$ cat src/rtl/lstu_defines.vh
// Constants for the load/store timing unit: op codes, base costs and penalties.
// Assumes one core clock; all costs are in core clock cycles.
// Notes on behaviour
// - Immediate-offset store_word issues in one cycle; data write overlaps the next instruction.
// - Store to a full or disabled store buffer holds the next instruction until done.
// - Stalled buffered store delays only a later load or store issued before it drains.
// - Load into program_counter blocks: two load plus three refill, five cycles minimum.
// - Address using previous data-processing result costs one extra cycle; no forwarding.
// - Program-counter-relative load_word adds one cycle when fetch contends for the bus.
// - Table branches block: two load, one add, three refill, six cycles minimum.
// - Independent load_word then load or store removes one cycle from the second.
// - Store pipelines only behind a load or an exclusive store; nothing pipelines behind a plain store.
// - Exclusive load and store pipeline exactly like ordinary load_word.
// - Load_pair and store_pair never pipeline with neighbours; three cycles unstalled.
// - Load and store multiple cost element count plus one; no pipelining with neighbours.
// - Resumed multiple transfer adds one or two cycles to its first element.
// - Unaligned accesses split into pieces, adding one or two cycles; stalls extend them.
// - Bus matrix arbitrates core and debug, core always granted first.
// - With zero-wait memory, debug accesses never disturb core timing.
// - Unaligned access is one transaction from the core's view.
// - Buffered stores use a one-entry buffer; later accesses stall until it drains.
// - Buffer is occupied only if the bus waits the buffered store's data phase.
`ifndef LSTU_DEFINES_VH
`define LSTU_DEFINES_VH
// Op classes on issue_op
`define LSTU_OP_OTHER 3'h0
`define LSTU_OP_LOAD 3'h1
`define LSTU_OP_STORE 3'h2
`define LSTU_OP_LOAD_EXCL 3'h3
`define LSTU_OP_STORE_EXCL 3'h4
`define LSTU_OP_PAIR 3'h5
`define LSTU_OP_MULTIPLE 3'h6
`define LSTU_OP_TABLE_BR 3'h7
// Access sizes on issue_size
`define LSTU_SIZE_BYTE 2'h0
`define LSTU_SIZE_HALF 2'h1
`define LSTU_SIZE_WORD 2'h2
// Base costs in cycles
`define LSTU_CYC_LOAD 6'h02
`define LSTU_CYC_STORE_IMM 6'h01
`define LSTU_CYC_STORE_REG 6'h02
`define LSTU_CYC_LOAD_PC 6'h05
`define LSTU_CYC_TABLE_BR 6'h06
`define LSTU_CYC_PAIR 6'h03
`define LSTU_CYC_MULT_FIRST 6'h01
`define LSTU_CYC_PIPE_SAVE 6'h01
`define LSTU_CYC_DEP 6'h01
`define LSTU_CYC_FETCH 6'h01
`define LSTU_PC_REG 4'hf
`endif

$ cat src/rtl/lstu_bus_matrix.v
// Two-master arbiter in front of the memory, control space and debug resources.
// Assumes core and debug requests are levels synchronous to clk.
`timescale 1ns/100ps
module lstu_bus_matrix (
   input wire clk,
   input wire reset_n,
   input wire core_req,
   input wire dbg_req,
   output reg core_grant_reg,
   output reg dbg_grant_reg
);
   // Fixed priority: debug only gets cycles the core leaves idle, so core timing never moves
   always @(posedge clk or negedge reset_n) begin
      if (!reset_n) begin
         core_grant_reg <= 1'b0;
         dbg_grant_reg <= 1'b0;
      end else begin
         core_grant_reg <= core_req;
         dbg_grant_reg <= dbg_req & ~core_req;
      end
   end
endmodule // lstu_bus_matrix

$ cat src/rtl/lstu_timing_unit.v
// Load/store issue timing: cycle cost per instruction, pipelining, stalls, store buffer.
// Assumes the core presents one instruction per issue_valid and honours the ready outputs.
`timescale 1ns/100ps
`include "lstu_defines.vh"
module lstu_timing_unit #(
   parameter CNT_W = 6
) (
   input wire clk,
   input wire reset_n,
   input wire issue_valid,
   input wire [2:0] issue_op,
   input wire issue_is_dp,
   input wire issue_is_store,
   input wire [3:0] issue_dest,
   input wire [3:0] issue_base,
   input wire [3:0] issue_index,
   input wire issue_uses_index,
   input wire issue_pc_rel,
   input wire issue_buffered,
   input wire [1:0] issue_size,
   input wire [1:0] issue_addr_lo,
   input wire [4:0] issue_elems,
   input wire issue_resume,
   input wire issue_resume_two,
   input wire sb_enable,
   input wire fetch_busy,
   input wire mem_ready,
   input wire dbg_req,
   output reg issue_ready_reg,
   output reg mem_issue_ready_reg,
   output reg busy_reg,
   output reg sb_full_reg,
   output reg [1:0] split_beats_reg,
   output wire core_grant_reg,
   output wire dbg_grant_reg
);
   reg [CNT_W-1:0] cnt_reg;
   reg [CNT_W-1:0] cnt_next;
   reg pipe_ok_reg;
   reg [3:0] load_dest_reg;
   reg dp_valid_reg;
   reg [3:0] dp_dest_reg;
   reg st_phase_reg;
   reg [CNT_W-1:0] cost;
   reg [1:0] beats;
   reg is_mem;
   reg is_single;
   reg dep_dp;
   reg dep_load;
   reg pipe_next;
   reg sb_usable;
   wire accept;
   wire mem_accept;
   wire sb_set;
   wire sb_full_next;
   wire ready_next;

   // True when a base or index register of the access matches a given register
   function addr_uses;
      input [3:0] base;
      input [3:0] index;
      input use_index;
      input [3:0] dest;
      begin
         addr_uses = (base == dest) | (use_index & (index == dest));
      end
   endfunction

   // Number of aligned pieces an access breaks into on the bus
   function [1:0] split_count;
      input [1:0] size;
      input [1:0] lo;
      begin
         if (size == `LSTU_SIZE_HALF && lo[0])
            split_count = 2'h2;
         else if (size == `LSTU_SIZE_WORD && lo == 2'h2)
            split_count = 2'h2;
         else if (size == `LSTU_SIZE_WORD && lo[0])
            split_count = 2'h3;
         else
            split_count = 2'h1;
      end
   endfunction

   // A memory op may only be taken when the buffer has nothing waiting to drain
   assign mem_accept = issue_valid & mem_issue_ready_reg & is_mem;
   assign accept = (issue_valid & issue_ready_reg & ~is_mem) | mem_accept;

   // Cost of the presented instruction
   always @* begin
      cost = `LSTU_CYC_LOAD;
      beats = 2'h1;
      is_mem = (issue_op != `LSTU_OP_OTHER);
      is_single = (issue_op == `LSTU_OP_LOAD) | (issue_op == `LSTU_OP_STORE) |
                  (issue_op == `LSTU_OP_LOAD_EXCL) | (issue_op == `LSTU_OP_STORE_EXCL);
      dep_dp = dp_valid_reg & addr_uses(issue_base, issue_index, issue_uses_index, dp_dest_reg);
      dep_load = addr_uses(issue_base, issue_index, issue_uses_index, load_dest_reg);
      pipe_next = 1'b0;
      sb_usable = sb_enable & ~sb_full_reg;
      case (issue_op)
         `LSTU_OP_LOAD, `LSTU_OP_LOAD_EXCL, `LSTU_OP_STORE_EXCL: begin
            // Exclusives pair exactly like a plain load_word
            if (issue_op == `LSTU_OP_LOAD && issue_dest == `LSTU_PC_REG) begin
               cost = `LSTU_CYC_LOAD_PC;
            end else begin
               cost = `LSTU_CYC_LOAD;
               pipe_next = 1'b1;
               if (pipe_ok_reg && !dep_load)
                  cost = cost - `LSTU_CYC_PIPE_SAVE;
               if (issue_pc_rel && fetch_busy)
                  cost = cost + `LSTU_CYC_FETCH;
            end
         end
         `LSTU_OP_STORE: begin
            // Nothing pipelines behind a store, so pipe_next stays low
            cost = issue_uses_index ? `LSTU_CYC_STORE_REG : `LSTU_CYC_STORE_IMM;
            if (issue_uses_index && pipe_ok_reg && !dep_load)
               cost = cost - `LSTU_CYC_PIPE_SAVE;
         end
         `LSTU_OP_PAIR: begin
            cost = `LSTU_CYC_PAIR;
         end
         `LSTU_OP_MULTIPLE: begin
            cost = {{(CNT_W-5){1'b0}}, issue_elems} + `LSTU_CYC_MULT_FIRST;
            if (issue_resume)
               cost = cost + (issue_resume_two ? 6'h02 : 6'h01);
         end
         `LSTU_OP_TABLE_BR: begin
            cost = `LSTU_CYC_TABLE_BR;
         end
         default: begin
            cost = 6'h01;
         end
      endcase
      if (is_mem && dep_dp)
         cost = cost + `LSTU_CYC_DEP;
      if (is_single) begin
         beats = split_count(issue_size, issue_addr_lo);
         cost = cost + {{(CNT_W-2){1'b0}}, beats} - 6'h01;
      end
   end

   // Remaining-cycle counter; memory stalls freeze it so waits stretch every multi-cycle cost
   always @* begin
      cnt_next = cnt_reg;
      if (accept) begin
         if (issue_op == `LSTU_OP_STORE && issue_buffered && sb_usable && !issue_uses_index)
            cnt_next = cost - 6'h01; // Buffered store retires now, bus catches up later
         else if (issue_op == `LSTU_OP_STORE && issue_buffered && !sb_usable)
            cnt_next = (cost > 6'h01) ? cost - 6'h01 : 6'h01; // Must wait for the bus itself
         else
            cnt_next = cost - 6'h01;
      end else if (cnt_reg != {CNT_W{1'b0}} && mem_ready && !fetch_busy) begin
         cnt_next = cnt_reg - 6'h01;
      end else if (cnt_reg != {CNT_W{1'b0}} && mem_ready && !busy_reg) begin
         cnt_next = cnt_reg - 6'h01;
      end
   end

   // Buffer fills only if the bus waits in the buffered store's data phase
   assign sb_set = st_phase_reg & ~mem_ready;
   // Set and drain never meet in one cycle: the set needs a wait, the drain a ready cycle
   assign sb_full_next = sb_set | (sb_full_reg & ~mem_ready);
   assign ready_next = (cnt_next == {CNT_W{1'b0}});

   // Issue state, history of the previous instruction and buffer occupancy
   always @(posedge clk or negedge reset_n) begin
      if (!reset_n) begin
         cnt_reg <= {CNT_W{1'b0}};
         pipe_ok_reg <= 1'b0;
         load_dest_reg <= 4'h0;
         dp_valid_reg <= 1'b0;
         dp_dest_reg <= 4'h0;
         st_phase_reg <= 1'b0;
         sb_full_reg <= 1'b0;
         issue_ready_reg <= 1'b0;
         mem_issue_ready_reg <= 1'b0;
         busy_reg <= 1'b0;
         split_beats_reg <= 2'h0;
      end else begin
         cnt_reg <= cnt_next;
         sb_full_reg <= sb_full_next;
         issue_ready_reg <= ready_next;
         mem_issue_ready_reg <= ready_next & ~sb_full_next;
         busy_reg <= ~ready_next;
         st_phase_reg <= accept & (issue_op == `LSTU_OP_STORE) & issue_buffered & sb_usable;
         if (accept) begin
            pipe_ok_reg <= pipe_next;
            load_dest_reg <= issue_dest;
            dp_valid_reg <= issue_is_dp & ~is_mem;
            dp_dest_reg <= issue_dest;
            split_beats_reg <= is_single ? beats : 2'h0;
         end
      end
   end

   // Core wants the bus when a memory op is taken, while busy with a memory op presented on issue_op, or while the buffer drains
   lstu_bus_matrix u_matrix (
      .clk(clk),
      .reset_n(reset_n),
      .core_req(mem_accept | (busy_reg & is_mem) | sb_full_reg | st_phase_reg),
      .dbg_req(dbg_req),
      .core_grant_reg(core_grant_reg),
      .dbg_grant_reg(dbg_grant_reg)
   );
endmodule // lstu_timing_unit

$ cat config.mk
export PLATFORM = sky130hd
export DESIGN_NAME = lstu_timing_unit
export DESIGN_NICKNAME = d
export VERILOG_FILES = /design/src/rtl/lstu_bus_matrix.v /design/src/rtl/lstu_timing_unit.v
export VERILOG_INCLUDE_DIRS = /design/src /design/src/rtl
export SDC_FILE = /design/constraint.sdc
export NUM_CORES = 1
export LEC_CHECK = 0
export ABC_AREA = 0
export BUFFER_PORTS_ARGS = -buffer_cell sky130_fd_sc_hd__buf_4
export CORE_MARGIN = 2
export CORE_UTILIZATION = 60
export DETAILED_ROUTE_END_ITERATION = 10
export PLACE_DENSITY = 0.87
export SYNTH_ARGS = -nofsm -noshare
export SYNTH_HDL_FRONTEND = slang
export SYNTH_SLANG_ARGS = --single-unit
$ cat constraint.sdc
create_clock -name clk -period 16.55 [get_ports clk]
set_clock_uncertainty 0.15 [all_clocks]
set_input_delay 0 -clock clk [delete_from_list [all_inputs] [get_ports clk]]
set_output_delay 0 -clock clk [all_outputs]
set_load 0.02 [all_outputs]
Word-level counts from Yosys, hierarchy flattened --
Index checks and enable logic that the tools add are counted.
Operators by class: add/subtract/negate cells 9, order comparisons 1, bitwise gates (word level) 31, equal/unequal tests 13, reductions and logical operators 25, multiplexer cells 25
Operators with widths (count):
- 6-bit 2-to-1 mux | 14
- 6-bit case mux with 5 select lines | 1
- 6-bit by 1-bit subtractor with 6-bit output (second input constant) | 3
- 1-bit AND | 16
- 1-bit logical AND | 16
- 2-bit 2-to-1 mux | 8
- 6-bit by 1-bit adder with 6-bit output (second input constant) | 2
- 6-bit by 2-bit adder with 6-bit output | 2
- 3-bit == test (second input constant) | 4
- 1-bit bitwise OR | 9
- 4-bit == test | 2
- 5-bit by 1-bit adder with 6-bit output (second input constant) | 1
- 3-bit by 2-bit == test with 1-bit output (second input constant) | 2
- 6-bit by 1-bit > comparator with 1-bit output (second input constant) | 1
- 6-bit logical NOT | 1
- 1-bit inverter | 6
- 6-bit nonzero test | 1
- 1-bit logical NOT | 5
- 2-bit == test (second input constant) | 2
- 4-bit == test (second input constant) | 1
- 3-bit by 1-bit == test with 1-bit output (second input constant) | 1
- 3-bit nonzero test | 1
- 3-bit OR reduction | 1
- 2-bit by 1-bit subtractor with 3-bit output (second input constant) | 1
- 2 further kinds | 3
Storage, ports and cells: input bits 38, register bits after elaboration 21, output and inout port bits 8

Depth between registers and ports, before layout --
Gate-level depths: netlist of the first run.
word-level depth 24, mapped depth 28

By module --
Synthesis of the first run repeated with hierarchy kept, for this count alone.
Second synthesis, totals: cell total of the unflattened synthesis 274, area total of the unflattened synthesis 2301.0 µm²
Modules (own cells, without submodules):
- lstu_timing_unit | area each 2237.1 µm², times used 1, cells an instance 271, seq. area each 475.5 µm²
- lstu_bus_matrix | area each 63.8 µm², times used 1, cells an instance 3, seq. area each 50.0 µm²

Worst setup path after synthesis of the first run --
Ideal clock, no wire load.
path type reg2reg, start reg dp_dest_reg[0], end reg busy_reg, setup time 0.124 ns, clock period less this slack 5.185 ns, data required time 16.276 ns, arrival 4.911 ns, path slack 11.365 ns, stages on the path, launching flop included 29, path through dfrtp_1 -> xor2_1 -> nor3_4 -> a31oi_1 -> and2_1 -> nand2_1 -> ha_1 -> nand2b_1 -> a21oi_1 -> o211ai_2 -> ha_1 -> nand2_1 -> nor2_1 -> nor2_1 -> ha_1 -> inv_1 -> ha_1 -> inv_1 -> fa_1 -> xor2_1 -> and2_1 -> o21ai_0 -> o21ba_2 -> mux2i_1 -> a21o_1 -> a2111oi_4 -> nor4b_2 -> o21ai_2 -> or2_1
On the way: longest elaborated chain between the ends 24, elaborated cells between the ends (all ways) 30
Ends and longest elaborated chain:
- from (decl) | line lstu_timing_unit.v:42 | reg [3:0] dp_dest_reg;
- from (signal assigned) | line lstu_timing_unit.v:191 | dp_dest_reg <= issue_dest;
- 4-bit == test
- 1-bit AND
- 1-bit bitwise OR *
- 1-bit logical NOT
- 1-bit logical AND
- 2-bit 2-to-1 mux
- 6-bit 2-to-1 mux (2 in a row)
- 6-bit by 1-bit adder with 6-bit output (no source line)
- (+7 left out)
- 6-bit 2-to-1 mux * | line lstu_timing_unit.v:137 | if (is_single) begin
- 6-bit by 1-bit subtractor with 6-bit output / 6-bit by 1-bit > comparator with 1-bit output (equally long branches) | line lstu_timing_unit.v:148, lstu_timing_unit.v:150, lstu_timing_unit.v:152
- 6-bit 2-to-1 mux | line lstu_timing_unit.v:150 | cnt_next = (cost > 6'h01) ? cost - 6'h01 : 6'h01;
- 6-bit 2-to-1 mux | line lstu_timing_unit.v:149 | else if (issue_op == `LSTU_OP_STORE && issue_buffered && !sb_usable)
- 6-bit 2-to-1 mux * | line lstu_timing_unit.v:147 | if (issue_op == `LSTU_OP_STORE && issue_buffered && sb_usable && !issue_uses_index)
- 6-bit 2-to-1 mux * | line lstu_timing_unit.v:146 | if (accept) begin
- 6-bit logical NOT * | line lstu_timing_unit.v:164 | assign ready_next = (cnt_next == {CNT_W{1'b0}});
- 1-bit inverter * | line lstu_timing_unit.v:185 | busy_reg <= ~ready_next;
- to (signal assigned) | line lstu_timing_unit.v:185
- to (decl) | line lstu_timing_unit.v:31 | output reg busy_reg,
Every way passes the cells marked *; elsewhere a longest branch is shown, timed or not. The select of a mux whose other input is x is not followed. A chain may end at the register's enable or synchronous reset.

Worst setup path in the final report of the first run --
Ends and elaborated chain as after synthesis.

==> results by group, run 1 <==
Outcome
  • Status: finished, final reports clean

Route
  • Router iterations before antenna repair: 4
  • Avg Vias per Cell: 5.82
  • DR WL/cell: 16.0 um
  • Drc violations: 0
  • Vias post-DR: 2216
  • Post-DRT Antenna Nets: 0
  • Detailed Route Iter0 Violations: 181
  • WL final: 6100 um

Logic synthesis
  • Synth top area share: 22.3%
  • Post-synth cell types: 63
  • Asr flop ratio synth: 100%
  • FF+latch count, synth: 21
  • Yosys top cell by area: dfrtp_1
  • Syn_area_per_cell: 8.41 um2
  • Seq/Total Area, Yosys: 22.3%
  • Syn_nets: 336
  • Top FF cell, synth: dfrtp_1
  • Post-Synthesis Cell Area: 0.00235 mm2
  • Most area-consuming cells after synthesis: dfrtp_1 22%, ha_1 8.5%, nand2_1 6.4%
  • Post-synth EDFFs: 0
  • Syn Inst Count: 280
  • Ys Warns: 0

Die
  • Num rows: 22
  • Starting Density: 63.4%
  • Die Ht: 66.6 um
  • Chip width: 66.6 um
  • DIE AREA: 0.00444 mm2
  • # IOs: 46
  • Core area: 0.00372 mm2

Timing
  • Final Hold Vio Count: 0
  • Worst Tran Pin Value: 0.908 ns
  • Relative slew margins: 39.3%
  • Max Clk Rate: 170 MHz
  • RSZ-0062 raised after global routing: no
  • Final setup fails: 0
  • Max-slew violation count: 0
  • TNS Setup: 0 ns
  • Worst Setup Slack, final: 10.68 ns
  • Tmin final: 5.87 ns
  • Tcrit/Tclk final: 35.5%

Global route
  • Total track usage: 29.6%
  • GRT Residual Overflow: 0
  • Vias in the first global route: 2119
  • Largest net degree at the start of global routing: 26
  • First-pass GRT wire length: 10000 um
  • Initial antenna violation count: 0

Clock network
  • Cts repair resizes: 0
  • Clk slew on worst S/H paths: 0.08 ns
  • Worst-Skew Late Latency: 0.26 ns
  • Clock sinks: 21
  • Cts bufs inserted: 3
  • Post-CTS setup buffer count: 0
  • CTS Buffer Depth: 2
  • CTS tree: built
  • Hold buffers post-CTS: 12
  • CTS root buf: clkbuf_8
  • H-tree depth: 1

Final layout
  • Max FFs per register: 6
  • Fillers: 250
  • Register area: 526 um2
  • P&R area growth vs syn: 22.2%
  • Nets@finish: 390
  • Commonest non-fill, non-tap cells in the layout: 44 x buf_4, 40 x nand2_1, 23 x inv_1
  • Area of the multi-input gates: 0.00171 mm2
  • Diode count: 0
  • Commonest non-fill, non-tap cell in the layout: buf_4
  • Share of layout cells above drive strength 1: 22.5%

Place
  • Placer Congestion: 0.864
  • PortBufs: 44
  • Place WS: 10.74 ns
  • Hpwl dp: 4310 um

Critical path
  • Crit. path cell count: 26
  • WP data arrival: 5.93 ns
  • Critical Path Source: dp_dest_reg[0]
  • Crit-path max FO: 5
  • Reg2reg path depth: 26
  • Worst path required time: 16.61 ns
  • Crit path top cell by count: ha_1
  • CP peak stage delay: 0.46 ns
  • Kind of start point of the critical path: register
  • Setup CP Type: register to register
  • FF-to-FF End: busy_reg
  • Critical Path Slowest Stage Cell: o22ai_1
  • Worst setup path endpoint: busy_reg
  • RR Startpoint: dp_dest_reg[0]
  • R2r setup slk: 10.68 ns
  • CP top delay family: compound AO/OA/AOI/OAI gates
  • CP bufs+invs: 1
  • Critical path endpoint category: register

Power
  • Power after layout: 0.317 mW
  • LEAKAGE: 1.34 nW
  • PD cells: 110 mW/mm2
  • Peak supply drop: 0.0460 mV

Flow run
  • # Max-Cap Violations: 0

Worst hold path
  • Hold crit path type: input pin to async pin
[kinds of logic after synthesis]
family | after synthesis | synth area share [%]
fa+ha+maj | 18 | 10.2
buf+inv | 31 | 5.26
compound gates | 58 | 19.6
simple gates | 117 | 28.6
xor+xnor | 26 | 9.99
mux | 9 | 4.09
flops | 21 | 22.3
[cell usage after synthesis (5+ instances only)]
| master | instances |
|---|---|
| nand2_1 | 40 |
| inv_1 | 23 |
| dfrtp_1 | 21 |
| nor2_1 | 18 |
| ha_1 | 16 |
| o21ai_0 | 14 |
| xor2_1 | 14 |
| a21oi_1 | 11 |
| xnor2_1 | 11 |
| nand3_1 | 9 |
| nor4_1 | 7 |
| nand2b_1 | 6 |
| a21o_1 | 5 |
| mux2_2 | 5 |
[cell type report]
class,count,area share (%)
sequential,21,18.3
inverter,24,3.13
timing repair buffer,56,15.7
multi-input combinational,228,59.3
tap,48,2.09
clock inverter,1,0.174
clock buffer,3,1.43
[worst reg2reg max path, stage by stage (launching register included)]
cell and delay, ns:
dfrtp_1 0.43, xor2_1 0.29, nor3_4 0.09, a31oi_1 0.40
and2_1 0.21, nand2_1 0.06, ha_1 0.26, nand2b_1 0.14
a21oi_1 0.16, o211ai_2 0.15, ha_1 0.30, nand2_1 0.06
nor2_1 0.09, nor2_1 0.05, ha_1 0.27, inv_1 0.04
ha_1 0.29, o22ai_1 0.46, ha_1 0.38, o21ai_0 0.17
o21ba_2 0.25, mux2i_1 0.07, a21o_1 0.23, a2111oi_4 0.46
nor4b_2 0.12, o21ai_2 0.10, or2_1 0.13
[power breakdown]
| part | internal, mW | switching (mW) |
|---|---|---|
| combinational | 0.0805 | 0.110 |
| clock | 0.0168 | 0.0174 |
| sequential | 0.0718 | 0.0209 |
| total | 0.169 | 0.148 |
[through the flow]
step	std cells	hold slack (ns)	util, %	instance area (um2)
after floorplan	280	-0.446	-	2350
after global placement	365	-0.257	73.0	2710
after detailed placement	365	-0.255	73.0	2710
after CTS	381	0.00453	77.4	2880
after global routing	381	0.0452	77.4	2880
final	381	0.0170	77.4	2880
[metal layers]
layer | GRT usage (%) | vias up | part of all wire (%) | wire length [um]
met5 | 0 | - | 0 | 0
met4 | 11.0 | 0 | 2.4 | 146
met3 | 2.70 | 12 | 5.2 | 318
met2 | 51.5 | 91 | 49 | 2970
met1 | 38.0 | 1024 | 44 | 2660
li1 | - | 1089 | - | -
[worst min path at each step]
stage	from	slack, ns	endpoint	cells past startpoint
3_5_place_dp	reset_n	-0.26	cnt_reg[0]	1
5_1_grt	reset_n	0.05	cnt_reg[3]	2
2_1_floorplan	reset_n	-0.45	busy_reg	0
6_report	reset_n	0.02	cnt_reg[4]	2
3_3_place_gp	reset_n	-0.26	cnt_reg[0]	1
4_1_cts	reset_n	0.005	cnt_reg[0]	2
Power figures use the tool's default switching activity.
==> run 2, diff against run 1 <==
CORE_UTILIZATION = 51   (was 60)
PLACE_DENSITY = 0.79   (was 0.87)
clock period = 4.9 ns   (was 16.55 ns; I/O delays follow)
==> results by group, run 2 (synthesized netlist as in run 1, its figures left out) <==
Critical path
  • Critical Path Slowest Stage Cell: dfrtp_1
  • Crit path top cell by count: buf_4
  • WP data arrival: 5.16 ns
  • Worst path required time: 4.90 ns
  • Kind of start point of the critical path: register
  • CP peak stage delay: 0.44 ns
  • Critical path endpoint category: register
  • Setup CP Type: register to register
  • Crit-path max FO: 3

Die
  • DIE AREA: 0.00518 mm2
  • Core area: 0.00441 mm2
  • Num rows: 24
  • Starting Density: 53.3%
  • Chip width: 72.0 um
  • # IOs: 46
  • Die Ht: 72.0 um

Global route
  • First-pass GRT wire length: 10300 um
  • Largest net degree at the start of global routing: 26
  • Vias in the first global route: 2295
  • Initial antenna violation count: 0
  • GRT Residual Overflow: 0
  • Total track usage: 24.8%

Timing
  • Max-slew violation count: 0
  • Final Hold Vio Count: 0
  • Tmin final: 5.16 ns
  • Fin Hold WS: 0.00201 ns
  • Worst Setup Slack, final: -0.256 ns
  • RSZ-0062 raised after global routing: yes
  • Max Clk Rate: 194 MHz
  • Worst Tran Pin Value: 0.910 ns
  • Tcrit/Tclk final: 105%
  • Relative slew margins: 39.2%
  • TNS Setup: -0.667 ns
  • Final setup fails: 6

Final layout
  • Nets@finish: 412
  • Post-Layout Cell Count: 407
  • Commonest non-fill, non-tap cells in the layout: 66 x buf_4, 39 x nand2_1, 22 x inv_1
  • Fillers: 306
  • Diode count: 0
  • P&R area growth vs syn: 35.0%
  • Commonest non-fill, non-tap cell in the layout: buf_4
  • Max FFs per register: 6
  • Share of layout cells above drive strength 1: 33.2%
  • Area of the multi-input gates: 0.00183 mm2
  • Layout Utilization: 72.0%
  • Fin area: 0.00318 mm2
  • Register area: 528 um2

Clock network
  • Clock sinks: 21
  • H-tree depth: 1
  • CTS root buf: clkbuf_8
  • Clk slew on worst S/H paths: 0.08 ns
  • CTS Buffer Depth: 2
  • Worst-Skew Late Latency: 0.27 ns
  • CTS tree: built
  • Cts bufs inserted: 3

Route
  • Avg Vias per Cell: 5.80
  • Detailed Route Iter0 Violations: 152
  • Post-DRT Antenna Nets: 0
  • Drc violations: 0
  • WL final: 6270 um
  • DR WL/cell: 15.4 um
  • Vias post-DR: 2359
  • Router iterations before antenna repair: 5

Place
  • Placer Congestion: 0.824
  • Placed Cells: 381
  • Place WS: -0.237 ns
  • Area after DPL: 0.00282 mm2
  • PortBufs: 44
  • Hpwl dp: 4500 um

Flow run
  • # Max-Cap Violations: 0

Power
  • Power after layout: 1.20 mW
  • PD cells: 378 mW/mm2
  • Peak supply drop: 0.159 mV
  • LEAKAGE: 1.47 nW

Outcome
  • Status: finished, violations left
  • Violated checks: setup timing

Worst hold path
  • Hold crit path type: input pin to async pin
-- run 2: cell count changes in the layout (fill, tap and decap cells not counted), moves of 2 or more --
cell | previous run | this run
dfrtp_2 | 0 | 2
dfrtp_1 | 21 | 19
o21ai_0 | 14 | 11
xor2_2 | 1 | 7
and2_1 | 4 | 2
and2_4 | 0 | 2
xor2_1 | 14 | 8
ha_4 | 0 | 2
ha_1 | 16 | 13
buf_4 | 44 | 66
-- run 2: final cells by class --
type	count	share of cell area, %
clock buffer	3	1.30
clock inverter	1	0.157
inverter	24	2.83
multi-input combinational	228	57.7
sequential	21	16.6
tap	52	2.05
timing repair buffer	78	19.4
-- run 2: layer usage --
| layer | track usage [%] | wire length [um] |
|---|---|---|
| met4 | 8.60 | 170 |
| met5 | 0 | 0 |
| met2 | 44.0 | 3100 |
| met1 | 31.5 | 2680 |
| met3 | 2.22 | 313 |
-- run 2: timing repair --
item	in CTS	in global routing
hold buffers	12	0
pin swaps	4	6
setup buffers	5	5
setup endpoints to repair	5	9
resized for setup	12	12
endpoints found under the hold margin	31	0
-- run 2: report_power, final --
part | switching, mW | total [mW] | internal, mW | leakage, nW
Clock | 0.0614 | 0.118 | 0.0568 | 0.0255
Sequential | 0.0708 | 0.315 | 0.244 | 0.261
Combinational | 0.399 | 0.769 | 0.371 | 1.18
-- run 2: critical path, delay by kind of cell, from the launching register on --
| kind | cells | cell delay, ns |
|---|---|---|
| flip-flops | 1 | 0.44 |
| multiplexers | 1 | 0.07 |
| XOR/XNOR | 2 | 0.38 |
| AND/OR/NAND/NOR | 8 | 1.46 |
| AO/OA/AOI/OAI | 6 | 0.83 |
| buffers and inverters | 7 | 0.79 |
| adder cells (fa/ha/maj) | 4 | 0.93 |
-- run 2: worst paths after layout --
kind	from	end	slack [ns]	cells past startpoint
worst max-delay path	dp_dest_reg[2]	busy_reg	-0.26	28
worst min-delay path	reset_n	split_beats_reg[0]	0.002	2
worst max register to register	dp_dest_reg[2]	busy_reg	-0.26	28
worst min register to register	split_beats_reg[0]	split_beats_reg[0]	0.37	2
max in group asynchronous	reset_n	dp_dest_reg[0]	4.37	2
min in group clk	issue_op[2]	dp_valid_reg	0	4
==> run 3, diff against run 2 <==
CELL_PAD_IN_SITES_DETAIL_PLACEMENT = 1   (was default)
CELL_PAD_IN_SITES_GLOBAL_PLACEMENT = 1   (was default)
CORE_UTILIZATION = 38   (was 51)
==> results by group, run 3 (synthesized netlist as in run 1, its figures left out) <==
Outcome
  • Status: finished, violations left
  • Violated checks: setup timing

Critical path
  • RR Startpoint: dp_dest_reg[0]
  • Worst path required time: 4.91 ns
  • WP data arrival: 5.28 ns
  • Critical Path Slowest Stage Cell: fa_2
  • R2r setup slk: -0.37 ns
  • CP bufs+invs: 4
  • Critical path endpoint category: register
  • CP top delay family: adder cells
  • Setup CP Type: register to register
  • Crit. path cell count: 29
  • Critical Path Source: dp_dest_reg[0]
  • Reg2reg path depth: 29
  • Crit-path max FO: 3
  • Worst setup path endpoint: busy_reg
  • Kind of start point of the critical path: register
  • CP peak stage delay: 0.54 ns
  • FF-to-FF End: busy_reg

Place
  • Placed Cells: 405
  • Hpwl dp: 5430 um
  • Place WS: -0.399 ns
  • PortBufs: 44
  • Placer Congestion: 0.858

Global route
  • First-pass GRT wire length: 11600 um
  • Grt met3 use: 1.30%
  • Largest net degree at the start of global routing: 26
  • GRT Residual Overflow: 0
  • Total track usage: 22.2%
  • GR peak layer: met2
  • Initial antenna violation count: 0
  • Met1 usage: 27.1%
  • Met2 usage: 41.7%
  • Vias in the first global route: 2445

Clock network
  • Clk slew on worst S/H paths: 0.08 ns
  • CTS Buffer Depth: 2
  • Clock sinks: 21
  • CTS root buf: clkbuf_8
  • Worst-Skew Late Latency: 0.27 ns
  • Cts bufs inserted: 3
  • H-tree depth: 1
  • CTS tree: built

Power
  • PD cells: 379 mW/mm2
  • Peak supply drop: 0.197 mV
  • Combinational power share: 64.2%
  • LEAKAGE: 1.47 nW
  • Switching pwr: 0.552 mW
  • Sequential power share: 26.3%
  • Power after layout: 1.22 mW
  • Clock power share: 9.5%
  • Switching Fraction: 45.1%
  • Cell Int Power: 0.672 mW

Final layout
  • Nets@finish: 412
  • Fillers: 704
  • Post-Layout Cell Count: 430
  • Share of layout cells above drive strength 1: 34.1%
  • Commonest non-fill, non-tap cell in the layout: buf_4
  • Max FFs per register: 6
  • P&R area growth vs syn: 37.2%
  • Commonest non-fill, non-tap cells in the layout: 66 x buf_4, 37 x nand2_1, 21 x inv_1
  • Diode count: 0

Route
  • Vias post-DR: 2327
  • Drc violations: 0
  • Router iterations before antenna repair: 4
  • Post-DRT Antenna Nets: 0
  • Avg Vias per Cell: 5.41
  • DR WL/cell: 17.4 um
  • WL final: 7480 um
  • Detailed Route Iter0 Violations: 101

Timing
  • RSZ-0062 raised after global routing: yes
  • Worst Tran Pin Value: 0.936 ns
  • Tcrit/Tclk final: 108%
  • Max Clk Rate: 190 MHz
  • Relative slew margins: 37.5%
  • Max-slew violation count: 0
  • Worst Setup Slack, final: -0.370 ns
  • Final Hold Vio Count: 0
  • Tmin final: 5.27 ns
  • Final setup fails: 9

Die
  • Chip width: 82.7 um
  • Core area: 0.00596 mm2
  • Starting Density: 39.5%
  • Num rows: 28
  • DIE AREA: 0.00684 mm2
  • Die Ht: 82.7 um
  • # IOs: 46

Flow run
  • # Max-Cap Violations: 0

Worst hold path
  • Hold crit path type: input pin to async pin
## run 3: changes by cell type in the layout (fill, tap and decap cells not counted), sizes merged
cell / previous run / this run
buf: 66 / 67
dlygate4sd3: 12 / 11
## run 3: how the worst min path moves through the flow
stage                        from         endpoint  cells past startpoint
after floorplan           reset_n         busy_reg                      0
after global placement    reset_n     dp_valid_reg                      1
final                     reset_n      pipe_ok_reg                      2
after detailed placement  reset_n     dp_valid_reg                      1
after CTS                 reset_n  issue_ready_reg                      2
after global routing      reset_n     st_phase_reg                      2
## run 3: layout make-up
class                   count  area, um2  share of cell area, %
multi-input cells         228       1860                   57.5
well taps                  75       93.8                   2.90
clock inverters             1       5.00                  0.155
clock buffers               3       41.3                   1.28
inverters                  24       90.1                   2.79
repair buffers             78        617                   19.1
flip-flops and latches     21        528                   16.3
## run 3: timing repair
action,in CTS,in global routing
pin swaps,10,14
hold endpoints to repair,31,0
gates resized for setup,19,11
hold buffers,11,0
endpoints found under the setup margin,9,9
buffers inserted,7,3
## run 3: routing by layer
layer | wire, um | part of all wire [%] | vias to the layer above
li1 | - | - | 1131
met1 | 3270 | 44 | 1130
met2 | 3840 | 51 | 54
met3 | 207 | 2.8 | 12
met4 | 170 | 2.3 | 0
met5 | 0 | 0 | -
## run 3: metrics by stage
stage | util [%] | instance area, um2 | hold slack [ns] | TNS [ns]
floorplan | - | 2370 | -0.446 | -0.112
global placement | 47.9 | 2860 | -0.254 | -0.148
detailed placement | 47.9 | 2860 | -0.248 | -1.71
CTS | 52.8 | 3140 | 0.00244 | -1.28
global route | 54.3 | 3230 | 0.0601 | -4.37
finish | 54.3 | 3230 | 0.0416 | -2.15
## run 3: power by group through the flow
stage / registers [mW] / clock network (mW) / logic, mW
finish: 0.322 / 0.116 / 0.786
floorplan: 0.316 / 0 / 0.441
global placement: 0.300 / 0 / 0.646
CTS: 0.313 / 0.118 / 0.731
global route: 0.331 / 0.126 / 0.866
detailed placement: 0.309 / 0 / 0.670
